File: config.mk
export PLATFORM = sky130hd
export DESIGN_NAME = dual_uart_baud_select
export DESIGN_NICKNAME = d
export VERILOG_FILES = /design/src/hw/baud_tick_gen.v /design/src/hw/uart_channel.v /design/src/hw/dual_uart_baud_select.v
export VERILOG_INCLUDE_DIRS = /design/src /design/src/pkg
export SDC_FILE = /design/constraint.sdc
export NUM_CORES = 1
export LEC_CHECK = 0
export BUFFER_PORTS_ARGS = -buffer_cell sky130_fd_sc_hd__clkbuf_2
export CAP_MARGIN = 20
export CORE_ASPECT_RATIO = 1.2
export CORE_MARGIN = 2
export CORE_UTILIZATION = 51
export DETAILED_ROUTE_END_ITERATION = 16
export PLACE_DENSITY = 0.73
export SYNTH_ARGS = -nofsm -noshare
export SYNTH_HDL_FRONTEND = slang
export SYNTH_SLANG_ARGS = --single-unit
File: constraint.sdc
create_clock -name ref_clk -period 3.3 [get_ports ref_clk]
set_input_delay 0.495 -clock ref_clk [delete_from_list [all_inputs] [get_ports ref_clk]]
set_output_delay 0.495 -clock ref_clk [all_outputs]
set_load 0.05 [all_outputs]
File: src/pkg/uart_pair_defs.vh
// register map, field positions and timing constants for the dual serial channel block
`ifndef UART_PAIR_DEFS_VH
`define UART_PAIR_DEFS_VH
`define OFS_POWER_CTL 16'h0087
`define OFS_BAUD_SRC 16'h00D8
`define OFS_PIN_ROUTE 16'hFFF1
`define OFS_CH0_CTL 16'h0098
`define OFS_CH0_BUF 16'h0099
`define OFS_CH1_CTL 16'h009A
`define OFS_CH1_BUF 16'h009B
`define OFS_CH0_REL_LO 16'h00AA
`define OFS_CH0_REL_HI 16'h00BA
`define OFS_CH1_REL_LO 16'h009D
`define OFS_CH1_REL_HI 16'h00BB
`define OFS_INT_STAT 16'h00E0
`define OFS_INT_MASK 16'h00E1
`define OFS_FRAME_CFG 16'h00E2
`define REG_RESET 8'h00
`define RD_UNMAPPED 8'h00
`define PC_DOUBLE 7
`define PC_STOP 1
`define PC_IDLE 0
`define BS_SEL 7
`define PR_PWRDN 7
`define PR_LOOP 1
`define PR_SEL 0
`define CTL_MODE_HI 7
`define CTL_MODE_LO 6
`define CTL_PAR 5
`define CTL_REN 4
`define CTL_TB8 3
`define CTL_RB8 2
`define CTL_TI 1
`define CTL_RI 0
`define FC_ODD 0
`define FC_TWO 1
`define FC_FLOW 2
`define FC_STRIDE 4
`define IS_RX0 0
`define IS_TX0 1
`define IS_RX1 2
`define IS_TX1 3
`define IS_PE0 4
`define IS_PE1 5
`define IS_LAST 5
`define IS_W 6
`define MODE_0 2'h0
`define MODE_1 2'h1
`define MODE_2 2'h2
`define VEC_CH0 16'h0023
`define VEC_CH1 16'h0083
`define VEC_NONE 16'h0000
`define XON_CODE 8'h11
`define XOFF_CODE 8'h13
`define OVS_LAST 4'hF
`define OVS_MID 4'h7
`define BITS_BASE 4'hA
`define DATA_BITS 4'h8
`define LAST_BIT 4'h1
`define PRESCALE_LAST 4'hA
`define REL_WRAP 10'h3FF
`define TIMER_REL_HI 2'h3
`define FIX_DIV_FAST 2'h1
`define FIX_DIV_SLOW 2'h3
`define RATE_MIN_BPS 300
`define RATE_MAX_BPS 115200
`endif

File: src/hw/baud_tick_gen.v
// reload counter producing the 16x oversampling tick of one rate source
`timescale 1ns/1ps
`default_nettype none
`include "uart_pair_defs.vh"
module baud_tick_gen (
  input wire ref_clk, // system clock
  input wire rst_n, // async reset, active low
  input wire [9:0] reload, // counter restarts here after wrapping
  input wire double_rate, // skips the divide by two
  output reg tick_q // one-cycle 16x tick
);
  reg [3:0] pre_q;
  reg half_q;
  reg [9:0] cnt_q;
  wire step = (pre_q == `PRESCALE_LAST) && (half_q || double_rate);

  // prescale keeps the slowest reload near the lowest supported rate at 100 MHz
  always @(posedge ref_clk or negedge rst_n) begin
    if (!rst_n) begin
      pre_q <= 4'h0;
      half_q <= 1'b0;
      cnt_q <= 10'h000;
      tick_q <= 1'b0;
    end else begin
      tick_q <= 1'b0;
      if (pre_q == `PRESCALE_LAST) begin
        pre_q <= 4'h0;
        half_q <= ~half_q;
      end else begin
        pre_q <= pre_q + 4'h1;
      end
      if (step) begin
        if (cnt_q == `REL_WRAP) begin
          cnt_q <= reload;
          tick_q <= 1'b1;
        end else begin
          cnt_q <= cnt_q + 10'h001;
        end
      end
    end
  end
endmodule // baud_tick_gen
`default_nettype wire

File: src/hw/uart_channel.v
// one serial channel: frame transmitter and oversampling receiver
`timescale 1ns/1ps
`default_nettype none
`include "uart_pair_defs.vh"
module uart_channel (
  input wire ref_clk, // system clock
  input wire rst_n, // async reset, active low
  input wire tick, // 16x bit tick
  input wire enable, // channel usable in its mode
  input wire ninth_en, // frame carries a ninth bit
  input wire par_en, // ninth bit is parity
  input wire par_odd, // odd parity when set
  input wire two_stop, // two stop bits
  input wire flow_en, // xon/xoff pause of transmitter
  input wire rx_en, // reception enable
  input wire tx_ninth, // software ninth bit
  input wire tx_start, // pulse: queue tx_data
  input wire [7:0] tx_data, // byte to send
  input wire rxd, // serial input, idle high
  output reg txd_q, // serial output
  output reg tx_done_q, // pulse at end of frame
  output wire tx_busy, // byte queued or shifting
  output reg [7:0] rx_data_q, // last received byte
  output reg rx_ninth_q, // ninth bit, or stop bit without one
  output reg rx_done_q, // pulse on frame received
  output reg rx_perr_q // pulse with rx_done on parity mismatch
);
  localparam T_IDLE = 2'b01;
  localparam T_SEND = 2'b10;
  localparam R_IDLE = 3'b001;
  localparam R_START = 3'b010;
  localparam R_BITS = 3'b100;
  reg [1:0] tst_q;
  reg [11:0] tsh_q;
  reg [3:0] tbits_q;
  reg [3:0] tovs_q;
  reg pend_q;
  reg [7:0] hold_q;
  reg paused_q;
  reg [2:0] rxs_q;
  reg rx_prev_q;
  reg [3:0] rovs_q;
  reg [3:0] ridx_q;
  reg [7:0] rsh_q;
  reg rnine_q;
  wire par_bit = ^hold_q ^ par_odd;
  wire nine = par_en ? par_bit : tx_ninth;
  wire [3:0] rlast = `DATA_BITS + {3'h0, ninth_en};
  assign tx_busy = pend_q || (tst_q == T_SEND);

  // transmitter; a write while busy is dropped, software waits for the done flag
  always @(posedge ref_clk or negedge rst_n) begin
    if (!rst_n) begin
      tst_q <= T_IDLE;
      tsh_q <= 12'hFFF;
      tbits_q <= 4'h0;
      tovs_q <= 4'h0;
      pend_q <= 1'b0;
      hold_q <= 8'h00;
      txd_q <= 1'b1;
      tx_done_q <= 1'b0;
    end else begin
      tx_done_q <= 1'b0;
      if (tx_start && enable && !tx_busy) begin
        pend_q <= 1'b1;
        hold_q <= tx_data;
      end
      case (tst_q)
        T_IDLE: begin
          txd_q <= 1'b1;
          if (pend_q && !paused_q && tick) begin
            // start bit in bit 0, data lsb first after it
            tsh_q <= ninth_en ? {2'b11, nine, hold_q, 1'b0} : {3'b111, hold_q, 1'b0};
            tbits_q <= `BITS_BASE + {3'h0, ninth_en} + {3'h0, two_stop};
            tovs_q <= 4'h0;
            pend_q <= 1'b0;
            tst_q <= T_SEND;
          end
        end
        T_SEND: begin
          txd_q <= tsh_q[0];
          if (tick) begin
            if (tovs_q == `OVS_LAST) begin
              tovs_q <= 4'h0;
              tsh_q <= {1'b1, tsh_q[11:1]};
              tbits_q <= tbits_q - 4'h1;
              if (tbits_q == `LAST_BIT) begin
                tst_q <= T_IDLE;
                tx_done_q <= 1'b1;
              end
            end else begin
              tovs_q <= tovs_q + 4'h1;
            end
          end
        end
        default: tst_q <= T_IDLE;
      endcase
    end
  end

  // receiver: falling edge starts, start bit rechecked mid-bit, later bits sampled at centre
  always @(posedge ref_clk or negedge rst_n) begin
    if (!rst_n) begin
      rxs_q <= R_IDLE;
      rx_prev_q <= 1'b1;
      rovs_q <= 4'h0;
      ridx_q <= 4'h0;
      rsh_q <= 8'h00;
      rnine_q <= 1'b0;
      rx_data_q <= 8'h00;
      rx_ninth_q <= 1'b0;
      rx_done_q <= 1'b0;
      rx_perr_q <= 1'b0;
      paused_q <= 1'b0;
    end else begin
      rx_prev_q <= rxd;
      rx_done_q <= 1'b0;
      rx_perr_q <= 1'b0;
      if (!flow_en) begin
        paused_q <= 1'b0;
      end
      case (rxs_q)
        R_IDLE: begin
          if (enable && rx_en && rx_prev_q && !rxd) begin
            rxs_q <= R_START;
            rovs_q <= 4'h0;
          end
        end
        R_START: begin
          if (tick) begin
            if (rovs_q == `OVS_MID) begin
              rovs_q <= 4'h0;
              ridx_q <= 4'h0;
              rxs_q <= rxd ? R_IDLE : R_BITS; // glitch rejected
            end else begin
              rovs_q <= rovs_q + 4'h1;
            end
          end
        end
        R_BITS: begin
          if (tick) begin
            if (rovs_q == `OVS_LAST) begin
              rovs_q <= 4'h0;
              ridx_q <= ridx_q + 4'h1;
              if (ridx_q < `DATA_BITS) begin
                rsh_q[ridx_q[2:0]] <= rxd;
              end else if (ridx_q != rlast) begin
                rnine_q <= rxd;
              end else begin
                rxs_q <= R_IDLE;
                rx_done_q <= 1'b1;
                rx_data_q <= rsh_q;
                rx_ninth_q <= ninth_en ? rnine_q : rxd;
                rx_perr_q <= par_en && ninth_en && ((^rsh_q ^ par_odd) != rnine_q);
                if (flow_en && rsh_q == `XOFF_CODE) begin
                  paused_q <= 1'b1;
                end else if (flow_en && rsh_q == `XON_CODE) begin
                  paused_q <= 1'b0;
                end
              end
            end else begin
              rovs_q <= rovs_q + 4'h1;
            end
          end
        end
        default: rxs_q <= R_IDLE;
      endcase
    end
  end
endmodule // uart_channel
`default_nettype wire

File: src/hw/dual_uart_baud_select.v
// two serial channels sharing one pin pair, rate source selection, registers and interrupt
`timescale 1ns/1ps
`default_nettype none
`include "uart_pair_defs.vh"
module dual_uart_baud_select (
  input wire ref_clk, // 100 MHz system clock
  input wire rst_n, // async reset, active low
  input wire [15:0] addr, // register address
  input wire wr_en, // write strobe
  input wire rd_en, // read strobe
  input wire [7:0] wr_data, // write data
  output reg [7:0] rd_data_q, // read data, cycle after rd_en
  input wire rxd, // receive pin
  output wire txd, // transmit pin
  input wire [7:0] timer1_upper_byte, // running upper byte of timer 1
  input wire cpu_wake, // pulse: cpu left stop or idle
  output wire irq, // level, any unmasked status bit
  output reg [15:0] irq_vector_q, // vector of highest pending channel
  output wire stop_req, // stop mode request
  output wire idle_req, // idle mode request
  output wire power_down // power down request
);
  reg [7:0] power_control_q;
  reg [7:0] baud_source_control_q;
  reg [7:0] route_q;
  reg [7:0] ctl0_q;
  reg [7:0] ctl1_q;
  reg [7:0] rel_lo0_q;
  reg [7:0] rel_hi0_q;
  reg [7:0] rel_lo1_q;
  reg [7:0] rel_hi1_q;
  reg [7:0] frame_q;
  reg [`IS_LAST:0] stat_q;
  reg [`IS_LAST:0] mask_q;
  reg [`IS_LAST:0] stat_d;
  reg [7:0] rd_d;
  reg [1:0] fix_q;
  reg fix_tick_q;
  reg [1:0] start_q;
  reg [7:0] txbyte_q;

  wire double_rate = power_control_q[`PC_DOUBLE];
  wire use_gen = baud_source_control_q[`BS_SEL];
  wire loop_en = route_q[`PR_LOOP];
  wire sel1 = route_q[`PR_SEL];
  wire [1:0] mode0 = ctl0_q[`CTL_MODE_HI:`CTL_MODE_LO];
  wire [1:0] ch_tick;
  wire [1:0] ch_en;
  wire [1:0] ch_ninth;
  wire [1:0] ch_par;
  wire [1:0] ch_ren;
  wire [1:0] ch_tb8;
  wire [1:0] ch_rx;
  wire [1:0] ch_tx;
  wire [1:0] tx_done;
  wire [1:0] rx_done;
  wire [1:0] rx_perr;
  wire [1:0] rx_ninth;
  wire [15:0] rx_data;
  wire [1:0] busy;
  wire gen0_tick;
  wire gen1_tick;
  wire t1_tick;
  wire wr_stat = wr_en && (addr == `OFS_INT_STAT);
  wire [`IS_LAST:0] pend = stat_q & mask_q;
  wire pend0 = pend[`IS_RX0] || pend[`IS_TX0] || pend[`IS_PE0];
  wire pend1 = pend[`IS_RX1] || pend[`IS_TX1] || pend[`IS_PE1];

  // dedicated generators, reload assembled from the two reload registers
  baud_tick_gen u_gen0 (
    .ref_clk(ref_clk),
    .rst_n(rst_n),
    .reload({rel_hi0_q[1:0], rel_lo0_q}),
    .double_rate(double_rate),
    .tick_q(gen0_tick)
  );
  baud_tick_gen u_gen1 (
    .ref_clk(ref_clk),
    .rst_n(rst_n),
    .reload({rel_hi1_q[1:0], rel_lo1_q}),
    .double_rate(double_rate),
    .tick_q(gen1_tick)
  );
  // timer 1 path counts up from its upper byte, so the divisor is 256 minus that byte
  baud_tick_gen u_gen_t1 (
    .ref_clk(ref_clk),
    .rst_n(rst_n),
    .reload({`TIMER_REL_HI, timer1_upper_byte}),
    .double_rate(double_rate),
    .tick_q(t1_tick)
  );

  // mode 2 fixed rate: tick every 2 or 4 clocks gives 32 or 64 clocks per bit
  always @(posedge ref_clk or negedge rst_n) begin
    if (!rst_n) begin
      fix_q <= 2'h0;
      fix_tick_q <= 1'b0;
    end else begin
      if (fix_q == (double_rate ? `FIX_DIV_FAST : `FIX_DIV_SLOW)) begin
        fix_q <= 2'h0;
        fix_tick_q <= 1'b1;
      end else begin
        fix_q <= fix_q + 2'h1;
        fix_tick_q <= 1'b0;
      end
    end
  end

  // per-channel frame selection; channel 0 mode 0 is not available and stays off
  assign ch_tick[0] = (mode0 == `MODE_2) ? fix_tick_q : (use_gen ? gen0_tick : t1_tick);
  assign ch_tick[1] = gen1_tick;
  assign ch_en[0] = (mode0 != `MODE_0);
  assign ch_en[1] = 1'b1;
  assign ch_ninth[0] = (mode0 != `MODE_1);
  assign ch_ninth[1] = 1'b1;
  assign ch_par[0] = ctl0_q[`CTL_PAR];
  assign ch_par[1] = ctl1_q[`CTL_PAR];
  assign ch_ren[0] = ctl0_q[`CTL_REN];
  assign ch_ren[1] = ctl1_q[`CTL_REN];
  assign ch_tb8[0] = ctl0_q[`CTL_TB8];
  assign ch_tb8[1] = ctl1_q[`CTL_TB8];

  // pin routing; in loopback the unselected channel listens to the selected transmitter
  assign txd = sel1 ? ch_tx[1] : ch_tx[0];
  assign ch_rx[0] = loop_en ? (sel1 ? ch_tx[1] : 1'b1) : (sel1 ? 1'b1 : rxd);
  assign ch_rx[1] = loop_en ? (sel1 ? 1'b1 : ch_tx[0]) : (sel1 ? rxd : 1'b1);

  genvar g;
  generate
    for (g = 0; g < 2; g = g + 1) begin : g_ch
      uart_channel u_ch (
        .ref_clk(ref_clk),
        .rst_n(rst_n),
        .tick(ch_tick[g]),
        .enable(ch_en[g]),
        .ninth_en(ch_ninth[g]),
        .par_en(ch_par[g]),
        .par_odd(frame_q[g * `FC_STRIDE + `FC_ODD]),
        .two_stop(frame_q[g * `FC_STRIDE + `FC_TWO]),
        .flow_en(frame_q[g * `FC_STRIDE + `FC_FLOW]),
        .rx_en(ch_ren[g]),
        .tx_ninth(ch_tb8[g]),
        .tx_start(start_q[g]),
        .tx_data(txbyte_q),
        .rxd(ch_rx[g]),
        .txd_q(ch_tx[g]),
        .tx_done_q(tx_done[g]),
        .tx_busy(busy[g]),
        .rx_data_q(rx_data[g * 8 +: 8]),
        .rx_ninth_q(rx_ninth[g]),
        .rx_done_q(rx_done[g]),
        .rx_perr_q(rx_perr[g])
      );
    end
  endgenerate

  // sticky status: a hardware set in the same cycle as a write-one clear wins
  always @* begin
    stat_d = stat_q & ~(wr_stat ? wr_data[`IS_LAST:0] : {`IS_W{1'b0}});
    stat_d[`IS_RX0] = stat_d[`IS_RX0] | rx_done[0];
    stat_d[`IS_TX0] = stat_d[`IS_TX0] | tx_done[0];
    stat_d[`IS_RX1] = stat_d[`IS_RX1] | rx_done[1];
    stat_d[`IS_TX1] = stat_d[`IS_TX1] | tx_done[1];
    stat_d[`IS_PE0] = stat_d[`IS_PE0] | rx_perr[0];
    stat_d[`IS_PE1] = stat_d[`IS_PE1] | rx_perr[1];
  end

  assign irq = |pend;
  assign stop_req = power_control_q[`PC_STOP];
  assign idle_req = power_control_q[`PC_IDLE];
  assign power_down = route_q[`PR_PWRDN];

  // register writes; ctl bits for ri/ti and rb8 are not writable here
  always @(posedge ref_clk or negedge rst_n) begin
    if (!rst_n) begin
      power_control_q <= `REG_RESET;
      baud_source_control_q <= `REG_RESET;
      route_q <= `REG_RESET;
      ctl0_q <= `REG_RESET;
      ctl1_q <= `REG_RESET;
      rel_lo0_q <= `REG_RESET;
      rel_hi0_q <= `REG_RESET;
      rel_lo1_q <= `REG_RESET;
      rel_hi1_q <= `REG_RESET;
      frame_q <= `REG_RESET;
      stat_q <= {`IS_W{1'b0}};
      mask_q <= {`IS_W{1'b0}};
      start_q <= 2'b00;
      txbyte_q <= `REG_RESET;
      irq_vector_q <= `VEC_NONE;
    end else begin
      stat_q <= stat_d;
      start_q <= 2'b00;
      // channel 0 outranks channel 1 when both are pending
      irq_vector_q <= pend0 ? `VEC_CH0 : (pend1 ? `VEC_CH1 : `VEC_NONE);
      // a wake from the cpu ends stop or idle; a write in the same cycle takes over
      if (cpu_wake) begin
        power_control_q[`PC_STOP] <= 1'b0;
        power_control_q[`PC_IDLE] <= 1'b0;
      end
      if (rx_done[0]) begin
        ctl0_q[`CTL_RB8] <= rx_ninth[0];
      end
      if (rx_done[1]) begin
        ctl1_q[`CTL_RB8] <= rx_ninth[1];
      end
      if (wr_en) begin
        case (addr)
          `OFS_POWER_CTL: power_control_q <= wr_data;
          `OFS_BAUD_SRC: baud_source_control_q <= wr_data;
          `OFS_PIN_ROUTE: route_q <= wr_data;
          `OFS_CH0_CTL: ctl0_q[`CTL_MODE_HI:`CTL_TB8] <= wr_data[`CTL_MODE_HI:`CTL_TB8];
          `OFS_CH1_CTL: ctl1_q[`CTL_MODE_HI:`CTL_TB8] <= wr_data[`CTL_MODE_HI:`CTL_TB8];
          `OFS_CH0_REL_LO: rel_lo0_q <= wr_data;
          `OFS_CH0_REL_HI: rel_hi0_q <= wr_data;
          `OFS_CH1_REL_LO: rel_lo1_q <= wr_data;
          `OFS_CH1_REL_HI: rel_hi1_q <= wr_data;
          `OFS_FRAME_CFG: frame_q <= wr_data;
          `OFS_INT_MASK: mask_q <= wr_data[`IS_LAST:0];
          `OFS_CH0_BUF: begin
            start_q[0] <= 1'b1;
            txbyte_q <= wr_data;
          end
          `OFS_CH1_BUF: begin
            start_q[1] <= 1'b1;
            txbyte_q <= wr_data;
          end
          default: begin
          end
        endcase
      end
    end
  end

  // read mux; unmapped addresses read as zero
  always @* begin
    rd_d = `RD_UNMAPPED;
    case (addr)
      `OFS_POWER_CTL: rd_d = power_control_q;
      `OFS_BAUD_SRC: rd_d = baud_source_control_q;
      `OFS_PIN_ROUTE: rd_d = route_q;
      `OFS_CH0_CTL: rd_d = {ctl0_q[`CTL_MODE_HI:`CTL_RB8], stat_q[`IS_TX0], stat_q[`IS_RX0]};
      `OFS_CH1_CTL: rd_d = {ctl1_q[`CTL_MODE_HI:`CTL_RB8], stat_q[`IS_TX1], stat_q[`IS_RX1]};
      `OFS_CH0_BUF: rd_d = rx_data[7:0];
      `OFS_CH1_BUF: rd_d = rx_data[15:8];
      `OFS_CH0_REL_LO: rd_d = rel_lo0_q;
      `OFS_CH0_REL_HI: rd_d = rel_hi0_q;
      `OFS_CH1_REL_LO: rd_d = rel_lo1_q;
      `OFS_CH1_REL_HI: rd_d = rel_hi1_q;
      `OFS_FRAME_CFG: rd_d = frame_q;
      `OFS_INT_STAT: rd_d = {2'b00, stat_q};
      `OFS_INT_MASK: rd_d = {2'b00, mask_q};
      default: rd_d = `RD_UNMAPPED;
    endcase
  end

  // read data stands only in the cycle after the strobe
  always @(posedge ref_clk or negedge rst_n) begin
    if (!rst_n) begin
      rd_data_q <= `REG_RESET;
    end else begin
      rd_data_q <= rd_en ? rd_d : `REG_RESET;
    end
  end
endmodule // dual_uart_baud_select
`default_nettype wire

* Yosys cells after proc, flatten, opt, wreduce, memory -nomap -nowiden *
Cells that the tools add are included.

word-level totals
  flip-flop bits (word level) = 297
  bits in latches = 0
  RAM bits = 0
  ROM bits = 0
  bits of input ports = 38
  logic and storage cells = 441
  memories kept = 0

operators by class
  $add $sub $neg = 19
  $mul = 0
  divide/modulo/power cells = 0
  magnitude comparators = 6
  equality and inequality tests = 71
  shift operators = 0
  mux-type cells = 171
  bitwise logic cells = 20
  reduce and logical (&&, ||, !) cells = 83

operator list
  kind                                                                      number
  16-bit by 8-bit == test with 1-bit output (second input constant)         13
  4-bit two-way mux                                                         33
  8-bit case mux with 14 select lines                                       1
  1-bit two-way mux                                                         73
  12-bit two-way mux                                                        6
  3-bit two-way mux                                                         16
  12-bit case mux with 2 select lines                                       2
  4-bit case mux with 2 select lines                                        6
  10-bit two-way mux                                                        4
  4-bit by 1-bit adder with 4-bit output (second input constant)            9
  8-bit by 5-bit == test with 1-bit output (second input constant)          4
  4-bit AND reduction                                                       8
  8-bit parity                                                              4
  10-bit by 1-bit adder with 10-bit output (second input constant)          3
  10-bit == test (second input constant)                                    3
  5-bit AND reduction                                                       6
  4-bit == test (second input constant)                                     7
  2-bit two-way mux                                                         14
  1-bit logical AND                                                         25
  8-bit two-way mux                                                         3
  2-bit by 1-bit inequality test with 1-bit output (second input constant)  12
  4-bit case mux with 3 select lines                                        2
  2-bit AND reduction                                                       12
  2-bit inequality test (second input constant)                             11
  38 further kinds                                                          93

* Logic depth before layout (Yosys ltp) *
Gate-level depths: netlist (run 1).

  depth after elaboration = 9
  depth in mapped cells = 10

* Hierarchy *
A second synthesis (run 1) with hierarchy kept.

unflattened totals
  cell total of the unflattened synthesis = 1,342
  area, all modules = 14,990.6 µm²

by module, submodules not included
  module                       times used  cells each  area an instance (µm²)  seq. area each (µm²)
  dual_uart_baud_select        1           462         5,475.3                 2,802.7
  uart_channel (g_ch[0].u_ch)  1           316         3,432.0                 1,619.1
  uart_channel (g_ch[1].u_ch)  1           306         3,392.0                 1,619.1
  baud_tick_gen                3           86          897.1                   400.4

* Worst setup path before layout (run 1) *
Ideal clock, no wire load.

  path kind = in2reg
  from = in addr[13]
  to = reg frame_q[0]
  library setup time = 0.125 ns
  arrival time = 2.406 ns
  slack = 0.769 ns
  stages = 6
  buffers on the path = 1
  path through = or4_1 buf_4 nor4_4 nand3b_1 nor2_2 mux2_2

between the ends
  longest elaborated chain between the ends = 2

ends and longest elaborated chain
  element                                    line                         text
  from (decl)                                dual_uart_baud_select.v:8    input wire [15:0] addr,
  16-bit by 8-bit == test with 1-bit output  dual_uart_baud_select.v:208  case (addr)
  2-bit AND reduction (no source line)       --
  to (signal assigned)                       dual_uart_baud_select.v:185  frame_q <= `REG_RESET;
  to (signal assigned)                       dual_uart_baud_select.v:218  `OFS_FRAME_CFG: frame_q <= wr_data;
  to (decl)                                  dual_uart_baud_select.v:32   reg [7:0] frame_q;

No other way between the ends.
A chain may end at the register's enable or synchronous reset.

* Final worst setup path (run 1) *
  from = reg baud_source_control_q[7]
  to = reg g_ch[0].u_ch.rx_data_q[5]

between the ends
  longest elaborated chain between the ends = 3

ends and longest elaborated chain
  element                               line                         text
  from (decl)                           dual_uart_baud_select.v:24   reg [7:0] baud_source_control_q;
  from (signal assigned)                dual_uart_baud_select.v:177  baud_source_control_q <= `REG_RESET;
  from (signal assigned)                dual_uart_baud_select.v:210  `OFS_BAUD_SRC: baud_source_control_q <= wr_data;
  1-bit two-way mux (2 in series)       dual_uart_baud_select.v:110  assign ch_tick[0] = (mode0 == `MODE_2) ? fix_tick_q : (use_gen ? gen0_tick : t1_tick);
  5-bit AND reduction (no source line)  --
  to (signal assigned)                  uart_channel.v:152           rx_data_q <= rsh_q;
  to (decl)                             uart_channel.v:23            output reg [7:0] rx_data_q,

No other way between the ends.

==> flow_metrics.tcl, run 1 <==
set metrics [dict create \
    htree_levels 1 \
    design_area_um2 16000 \
    cts_tree "yes" \
    cts.sinks 288 \
    grt_overflow 0 \
    async_reset_ff_share_pct 100 \
    finalHoldViolCount 0 \
    layout_setup_ws_ns 0.565 \
    finalCritPeriodShare_pct 82.9 \
    final_cell_mix "260 x dfrtp_1, 122 x mux2_2, 121 x nand2_1" \
    status "finished clean" \
    first_global_vias 10400 \
    drc 0 \
    antenna_found_initial 0 \
    die_y_um 187 \
    path_delay_family "multiplexers" \
    worstSetupEndpointType "register" \
    r2r_start "baud_source_control_q[7]$_DFFE_PN0P_" \
    worst_pin_slew_ns 0.932 \
    synth_top_family_by_area "simple AND/OR/NAND/NOR gates" \
    ff_latch_area_um2 7240 \
    die_w_um 157 \
    setup_viol 0 \
    synth-edff-count 0 \
    num-nets-final 1422 \
    worstHoldStart "timer1_upper_byte[0]" \
    fin_crit_ns 2.73 \
    drtIter0Drc 860 \
    synthMuxAreaShare_pct 12.9 \
    drive_gt1_share_pct 23.4 \
    ys_seq_area_share_pct 50.8 \
    clockBufferDepth 3 \
    start_util_pct 51.4 \
    start_kind "register" \
    p_leak_nw 7.41 \
    areaGrowthSynthToFinish_pct 12.1 \
    numPortBuffers 54 \
    slowest_delay_ns 0.74 \
    cts_buffers 30 \
    synth-xor-area-share_pct 2.83 \
    fin_tns_setup_ns 0 \
    avgSynthCellArea_um2 11.0 \
    vias 10400 \
    clock_latency_ns 0.56 \
    synth_warnings 0 \
    slew_headroom_pct 36.1 \
    dp_hpwl_um 25300 \
    dieArea_um2 29300 \
    max_cap_violations 0 \
    via_per_inst 5.94 \
    worstPathRequired_ns 3.74 \
    synth_cells 1292 \
    antenna_cells 0 \
    grtUsageTotal_pct 24.4 \
    first_pass_iters 7 \
    ir_drop_uv 311 \
    critPathKind "reg -> reg" \
    core_um2 27700 \
    multiInputGateArea_um2 6570 \
    wl_per_cell_um 20.0 \
    ctsResizeCount 0 \
    max_freq_ghz 0.366 \
    path_cells "mux2_2 > mux2i_1 > nor2_1 > and2_1 > mux2_1" \
    synth_compound_area_share_pct 12.1 \
    io_pins 67 \
    hold_ws_ns 0.181 \
    finalClockSkew_ns 0.0288 \
    power_density_nw_per_um2 451 \
    synth_simple_gate_area_share_pct 15.3 \
    synthFlopType "dfrtp_1" \
    place_ws_ns 0.376 \
    clk_pin_slew_worst_paths_ns 0.06 \
    critPathBufInv 0 \
    fp-row-count 67 \
    grt_max_degree 90 \
    layout_commonest_cell "dfrtp_1" \
    fillers 2275 \
    finalMaxSlewViolations 0 \
    ys_seq_elements 288 \
    wirelength_um 35200 \
    hold_class "in -> reg" \
    rsz0062_at_grt "false" \
    place_inst 1701 \
    gp_congestion 0.979 \
    synth-adder-area-share_pct 2.54 \
    cpMaxStageDelayCell "mux2i_1" \
    cts_root_buf "clkbuf_16" \
    cp.arrival_ns 3.17 \
    antenna_left 0 \
    crit_path_start "baud_source_control_q[7]$_DFFE_PN0P_" \
    synthDistinctLibCells 80 \
    grt_pass1_wl_um 56800 \
    place_area_um2 15000 \
    stdcell_count 1756 \
    synth_area_um2 14300 \
    cts_setup_buffers 0 \
    crit_fanout 14 \
]
-- stage by stage --
stage	total power [mW]	util (%)
floorplan	3.71	-
global placement	3.84	53.9
detailed placement	3.84	53.9
CTS	7.29	57.6
global route	7.46	57.6
finish	7.22	57.6
-- where the power goes --
| part | leakage (nW) | switching [mW] | internal, mW | total, mW |
|---|---|---|---|---|
| Sequential | 3.78 | 0.00598 | 3.54 | 3.55 |
| Clock | 0.483 | 1.41 | 2.04 | 3.45 |
| Combinational | 3.14 | 0.178 | 0.0502 | 0.228 |
| Total | 7.41 | 1.59 | 5.63 | 7.22 |
-- routing by layer --
metal	track usage (%)	vias to the layer above	share of wire (%)
li1	-	4800	-
met1	31.7	5178	41
met2	40.0	347	48
met3	4.31	104	6.3
met4	10.7	0	4.9
met5	0	-	0
-- kinds of logic (layout without fill, tap and decap cells) --
| group | count (synthesis) | count (layout) |
|---|---|---|
| other | 1 | 12 |
| buffers and inverters | 108 | 182 |
| xor gates and xnor gates | 46 | 46 |
| adders and majority gates | 29 | 29 |
| muxes | 163 | 163 |
| AOI/OAI and AO/OA | 262 | 262 |
| DFF | 288 | 288 |
| and+or+nand+nor | 395 | 395 |
-- path summary, 6_finish.rpt --
kind	endpoint	slack [ns]	cells past startpoint
setup reg to reg	g_ch[0].u_ch.rx_data_q[5]$_DFFE_PN0P_	0.57	5
max in group asynchronous	g_ch[1].u_ch.tsh_q[5]$_DFFE_PN1P_	1.86	3
hold reg to reg	fix_q[0]$_DFF_PN0_	0.44	1
hold / removal	u_gen_t1.cnt_q[0]$_DFFE_PN0P_	0.18	3
min in group asynchronous	rd_data_q[7]$_DFF_PN0_	0.52	2
setup / recovery	g_ch[0].u_ch.rx_data_q[5]$_DFFE_PN0P_	0.57	5
-- flip-flops by register name (all words and copies together) (netlist names), 10 cells and up --
name	cells
g_ch.u_ch.tsh_q	20
g_ch.u_ch.hold_q	16
g_ch.u_ch.rsh_q	16
g_ch.u_ch.rx_data_q	16
u_gen0.cnt_q	10
u_gen1.cnt_q	10
u_gen_t1.cnt_q	10
-- cells in the mapped netlist, types with 8 or more instances --
library cell	n	area (µm²)
a21o_1	17	128
a21oi_1	55	275
a222oi_1	11	110
a22o_1	11	96.3
a22oi_1	18	135
a31oi_1	20	125
and3_1	20	125
buf_4	16	120
clkbuf_1	35	131
dfrtp_1	260	6510
dfstp_2	28	736
ha_1	29	363
inv_1	46	173
mux2_2	122	1370
mux2_4	12	180
mux2i_1	28	280
nand2_1	121	454
nand2b_1	13	81.3
nand3_1	39	195
nand4_1	10	62.6
nor2_1	70	263
nor2b_1	14	87.6
nor3_1	21	105
nor3b_1	9	67.6
nor4_2	8	100
o21ai_0	65	325
or4bb_1	9	101
xnor2_1	30	263
xor2_1	16	140
-- tightest hold or removal path: cells and delay by family --
kind            cells  cell delay (ns)
compound gates      1             0.06
simple gates        1             0.07
buf+inv             1             0.08
-- layout make-up --
cell class,instances,area share (%)
clock buffers,39,5.29
well taps,379,2.97
clock inverters,15,1.08
flip-flops and latches,288,45.3
repair buffers,82,3.24
multi-input cells,907,41.1
inverters,46,1.08
-- timing repair --
action,CTS,global route
hold buffers,1,0
setup endpoints to repair,0,0
endpoints found under the hold margin,35,0
No activity file was read; power rests on OpenSTA's default activity.
==> run 2, diff against run 1 <==
--- a/config.mk
+++ b/config.mk
@@ -12,7 +12,7 @@
 export CORE_MARGIN = 2
 export CORE_UTILIZATION = 51
 export DETAILED_ROUTE_END_ITERATION = 16
-export PLACE_DENSITY = 0.73
+export PLACE_DENSITY = 0.76
 export SYNTH_ARGS = -nofsm -noshare
 export SYNTH_HDL_FRONTEND = slang
 export SYNTH_SLANG_ARGS = --single-unit
==> constraint.sdc (replaced) <==
create_clock -name ref_clk -period 2.2 [get_ports ref_clk]
set_input_delay 0.33 -clock ref_clk [delete_from_list [all_inputs] [get_ports ref_clk]]
set_output_delay 0.33 -clock ref_clk [all_outputs]
set_load 0.05 [all_outputs]
==> run 2 against run 1 <==
- first-iteration DRC count up 17%
- core utilization increased by 2.8 points
- final cell count increased by 4.2%
- clock power grew 52%
- count of clock-buffer cells in the layout shrank 3
- worst hold slack worse by 0.16 ns
- die area is the same
- worst setup slack worse by 0.52 ns
- critical path type is now reg -> out
==> flow_metrics.tcl, run 2 (synthesis gave the netlist of run 1 again) <==
set metrics [dict create \
    status "finished clean" \
    pwr-share-seq_pct 48.6 \
    htree_levels 1 \
    areaGrowthSynthToFinish_pct 17.5 \
    clockBufferDepth 3 \
    layout_setup_ws_ns 0.0402 \
    numPortBuffers 54 \
    hold_ws_ns 0.0222 \
    grtUsageTotal_pct 25.1 \
    worst_pin_slew_ns 0.915 \
    p_switching_mw 2.41 \
    worstPathRequired_ns 1.87 \
    max_freq_ghz 0.463 \
    slowest_delay_ns 0.47 \
    cts_root_buf "clkbuf_16" \
    drtIter0Drc 1008 \
    path_cells "a22oi_1 > nand3_1 > buf_6" \
    comb_power_share_pct 3.5 \
    worstSetupEndpointType "output port" \
    worstHoldEndpoint "u_gen_t1.cnt_q[1]$_DFFE_PN0P_" \
    worstHoldStart "timer1_upper_byte[1]" \
    r2r_setup_slack_ns 0.09 \
    fin_crit_ns 2.16 \
    critPathKind "reg -> out" \
    finalCritPeriodShare_pct 98.2 \
    hold_class "in -> reg" \
    io_pins 67 \
    cpMaxStageDelayCell "dfrtp_1" \
    drive_gt1_share_pct 28.6 \
    p_int_mw 8.54 \
    first_pass_iters 8 \
    path_delay_family "flip-flops" \
    ir_drop_uv 566 \
    cts.sinks 288 \
    drc 0 \
    grt_max_degree 66 \
    gp_congestion 1.05 \
    r2r_start "baud_source_control_q[7]$_DFFE_PN0P_" \
    finalClockSkew_ns 0.0150 \
    vias 10800 \
    cts_buffers 29 \
    clock_latency_ns 0.54 \
    num-nets-final 1495 \
    wirelength_um 36500 \
    cts_tree "yes" \
    reg2reg_to "g_ch[0].u_ch.rovs_q[3]$_DFFE_PN0P_" \
    start_kind "register" \
    antenna_left 0 \
    wl_per_cell_um 20.0 \
    largest_reg_flops 20 \
    critPathBufInv 1 \
    first_global_vias 10700 \
    design_area_um2 16800 \
    core_um2 27700 \
    dp_hpwl_um 26600 \
    antenna_found_initial 1 \
    clk_pin_slew_worst_paths_ns 0.07 \
    final_cell_mix "259 x dfrtp_1, 120 x nand2_1, 115 x mux2_2" \
    finalHoldViolCount 0 \
    fp-row-count 67 \
    reg2reg_depth 7 \
    layout_commonest_cell "dfrtp_1" \
    finalMaxSlewViolations 0 \
    rsz0062_at_grt "false" \
    cp.arrival_ns 1.83 \
    setup_viol 0 \
    dieArea_um2 29300 \
    p_leak_nw 7.83 \
    start_util_pct 51.4 \
    largest-register "g_ch.u_ch.tsh_q" \
    grt_pass1_wl_um 57900 \
    place_area_um2 15600 \
    power_density_nw_per_um2 653 \
    fin_util_pct 60.4 \
    grt_overflow 0 \
    die_w_um 157 \
    via_per_inst 5.89 \
    min_delay_path_depth 3 \
    slew_headroom_pct 38.7 \
    clkPwrFrac_pct 47.9 \
    die_y_um 187 \
    swShare_pct 22.0 \
    place_ws_ns -0.286 \
    crit_fanout 4 \
    max_cap_violations 0 \
]
## run 2: cell count changes in the layout (fill, tap and decap cells not counted), moves of 3 or more
cell      change
buf_4        +67
mux2_4        +7
clkbuf_1      -4
buf_12        +7
or4_1         -3
mux2_2        -7
clkbuf_8      +3
or4_4         +3
## run 2: repair_timing
action | in CTS | in global routing
pin swaps | 1 | 2
gates resized for setup | 1 | 15
hold buffers | 1 | 0
hold endpoints to repair | 55 | 0
buffers inserted | 1 | 2
setup endpoints to repair | 1 | 31
## run 2: worst max path at each step
| stage | startpoint | to | cells past startpoint | slack, ns |
|---|---|---|---|---|
| after global placement | addr[9] | rd_data_q[2]$_DFF_PN0_ | 8 | -0.31 |
| after global routing | stat_q[1]$_DFF_PN0_ | irq | 3 | 0.001 |
| after CTS | stat_q[3]$_DFF_PN0_ | irq | 3 | 0.02 |
| final | stat_q[1]$_DFF_PN0_ | irq | 3 | 0.04 |
| after floorplan | addr[13] | rel_hi0_q[2]$_DFFE_PN0P_ | 6 | -0.14 |
| after detailed placement | addr[9] | rd_data_q[2]$_DFF_PN0_ | 9 | -0.29 |
## run 2: per-layer routing
layer  up-vias  part of all wire [%]  GRT usage (%)  routed length [µm]
li1       4947                     -              -                   -
met1      5368                    41           32.5               15000
met2       356                    49           41.8               17800
met3        99                   5.8           3.75                2130
met4         0                   4.4           11.3                1610
met5         -                     0              0                   0
## run 2: metrics by stage
stage	setup TNS, ns	power [mW]	std cells
floorplan	-5.00	5.57	1303
global placement	-15.02	5.80	1772
detailed placement	-16.68	5.80	1772
CTS	0	11.0	1827
global route	0	11.3	1830
finish	0	10.9	1830
## run 2: power by group through the flow
stage	Combinational [mW]	Sequential (mW)	Clock, mW
after floorplan	0.162	5.41	0
after global placement	0.383	5.41	0
after detailed placement	0.388	5.41	0
after CTS	0.391	5.32	5.34
after global routing	0.425	5.32	5.55
final	0.386	5.32	5.25
## run 2: worst min-delay path, cell delays in order
cell,delay [ns]
clkbuf_2,0.08
nand2_1,0.04
a31oi_1,0.07
## run 2: final cells by class
class	instances	area [µm²]
Clock buffer	36	822
Antenna cell	1	2.50
Timing Repair Buffer	156	1170
Tap cell	379	474
Multi-Input combinational cell	907	6670
Fill cell	2226	11000
Sequential cell	288	7240
Inverter	46	173
Clock inverter	17	210
==> run 3, diff against run 2 <==
--- a/config.mk
+++ b/config.mk
@@ -12,6 +12,7 @@
 export CORE_MARGIN = 2
 export CORE_UTILIZATION = 51
 export DETAILED_ROUTE_END_ITERATION = 16
+export HOLD_SLACK_MARGIN = 0.1
 export PLACE_DENSITY = 0.76
 export SYNTH_ARGS = -nofsm -noshare
 export SYNTH_HDL_FRONTEND = slang
==> constraint.sdc (replaced) <==
create_clock -name ref_clk -period 1.8 [get_ports ref_clk]
set_input_delay 0.27 -clock ref_clk [delete_from_list [all_inputs] [get_ports ref_clk]]
set_output_delay 0.27 -clock ref_clk [all_outputs]
set_load 0.05 [all_outputs]
==> run 3 against run 2 <==
- the flow now finishes with violations (negative setup slack)
- register-to-register slack worse by 0.26 ns
- count of clock-buffer cells in the layout fell by 1
- core utilization grew 6.1 points
- non-clock buffer count grew 99
- power increased by 26%
==> flow_metrics.tcl, run 3 (synthesis gave the netlist of run 1 again) <==
set metrics [dict create \
    comb_power_share_pct 4.0 \
    die_y_um 187 \
    max_freq_ghz 0.503 \
    setup_viol 17 \
    cts.sinks 288 \
    fp-row-count 67 \
    min_delay_path_depth 4 \
    reg2reg_depth 6 \
    worst_pin_slew_ns 0.479 \
    wirelength_um 40000 \
    slew_headroom_pct 67.3 \
    finalClockSkew_ns 0.0228 \
    critPathKind "reg -> out" \
    antenna_cells 0 \
    path_cells "a222oi_1 > buf_4 > nand3_4 > buf_8" \
    die_w_um 157 \
    start_kind "register" \
    hold_class "in -> reg" \
    finalHoldViolCount 0 \
    largest_reg_flops 20 \
    fin_crit_ns 1.99 \
    dp_hpwl_um 27000 \
    cts_tree "yes" \
    drive_gt1_share_pct 38.0 \
    grt.met1_usage_pct 32.6 \
    dieArea_um2 29300 \
    p_switching_mw 3.06 \
    cts_root_buf "clkbuf_16" \
    htree_levels 1 \
    pwr-share-seq_pct 47.0 \
    final_cell_mix "259 x dfrtp_1, 154 x buf_4, 117 x nand2_1" \
    start_util_pct 51.4 \
    p_int_mw 10.8 \
    clk_pin_slew_worst_paths_ns 0.07 \
    ir_drop_uv 850 \
    grt_max_degree 50 \
    use_met2_pct 44.7 \
    gp_congestion 0.995 \
    areaGrowthSynthToFinish_pct 29.4 \
    drtIter0Drc 1005 \
    multiInputGateArea_um2 7390 \
    wl_per_cell_um 20.7 \
    cts_buffers 29 \
    layout_setup_ws_ns -0.189 \
    power_density_nw_per_um2 750 \
    clkPwrFrac_pct 49.0 \
    io_pins 67 \
    drc 0 \
    cp.arrival_ns 1.72 \
    numPortBuffers 54 \
    first_pass_iters 7 \
    fillers 1898 \
    worstPathRequired_ns 1.53 \
    violations "negative setup slack" \
    num-nets-final 1596 \
    grtUsageTotal_pct 26.3 \
    via_per_inst 5.95 \
    finalMaxSlewViolations 0 \
    finalPower_mw 13.8 \
    max_cap_violations 0 \
    core_um2 27700 \
    largest-register "g_ch.u_ch.tsh_q" \
    slowest_delay_ns 0.40 \
    worstSetupEndpointType "output port" \
    rsz0062_at_grt "true" \
    vias 11500 \
    clockBufferDepth 3 \
    clock_latency_ns 0.57 \
    crit_fanout 2 \
    cpMaxStageDelayCell "dfrtp_1" \
    status "finished with violations" \
    place_area_um2 16400 \
    antenna_left 0 \
    layout_commonest_cell "dfrtp_1" \
    grt_overflow 0 \
    antenna_found_initial 0 \
    swShare_pct 22.1 \
    finalCritPeriodShare_pct 111 \
    first_global_vias 11600 \
    gr-usage-met3_pct 4.38 \
    top_usage_layer "met2" \
    ff_latch_area_um2 7240 \
    design_area_um2 18500 \
    grt_pass1_wl_um 61000 \
    hold_ws_ns 0.152 \
    p_leak_nw 8.65 \
]
-- run 3: changes by cell type in the layout (fill, tap and decap cells not counted), sizes merged, moves of 2 or more --
cell and change:
clkbuf -3, clkinv -4, dlygate4sd3 +11, inv +2, bufinv +3, buf +90
-- run 3: through the flow --
stage	TNS, ns	setup slack [ns]	cells	utilization, %
after floorplan	-33.96	-0.482	1303	-
after global placement	-45.03	-0.531	1828	59.0
after detailed placement	-48.11	-0.562	1828	59.0
after CTS	-0.778	-0.189	1907	64.1
after global routing	-3.02	-0.245	1931	66.5
final	-1.07	-0.189	1931	66.5
-- run 3: final timing paths --
check | start | endpoint | slack [ns]
min | timer1_upper_byte[3] | u_gen_t1.cnt_q[3]$_DFFE_PN0P_ | 0.15
min in group asynchronous | rst_n | g_ch[0].u_ch.hold_q[1]$_DFFE_PN0P_ | 0.24
max reg2reg | g_ch[0].u_ch.rovs_q[1]$_DFFE_PN0P_ | g_ch[0].u_ch.rsh_q[2]$_DFFE_PN0P_ | -0.17
max | stat_q[5]$_DFF_PN0_ | irq | -0.19
min reg2reg | g_ch[1].u_ch.rx_perr_q$_DFF_PN0_ | stat_q[5]$_DFF_PN0_ | 0.45
max in group asynchronous | rst_n | u_gen0.pre_q[3]$_DFF_PN0_ | 0.86
-- run 3: per-layer routing --
layer	vias to the layer above	share of wire (%)
met1	5680	38
met3	150	6.9
met2	499	50
li1	5168	-
met4	0	5.5
met5	-	0
-- run 3: cell type report --
class                           count  share of cell area, %
Multi-Input combinational cell    909                   40.0
Sequential cell                   288                   39.3
Timing Repair Buffer              255                   11.4
Clock buffer                       35                   4.22
Tap cell                          379                   2.57
Clock inverter                     19                   1.61
Inverter                           46                  0.936
-- run 3: what timing repair did --
item                       in CTS  in global routing
setup buffers                  12                 23
gates cloned                    2                  1
setup endpoints to repair      54                126
gates resized for setup        30                115
hold buffers                   12                  0
pin swaps                       9                 45
hold endpoints to repair      271                  0
-- run 3: power groups by stage --
stage	Combinational, mW	Sequential [mW]	Clock, mW
after global routing	0.606	6.49	7.13
after floorplan	0.204	6.62	0
after global placement	0.501	6.62	0
final	0.559	6.50	6.77
after CTS	0.537	6.50	6.84
after detailed placement	0.509	6.62	0
-- run 3: worst max-delay path: cells and delay by family, from the launching register on --
family	cells	cell delay, ns
AO/OA/AOI/OAI	1	0.34
buffers and inverters	2	0.35
flip-flops	1	0.40
AND/OR/NAND/NOR	1	0.08
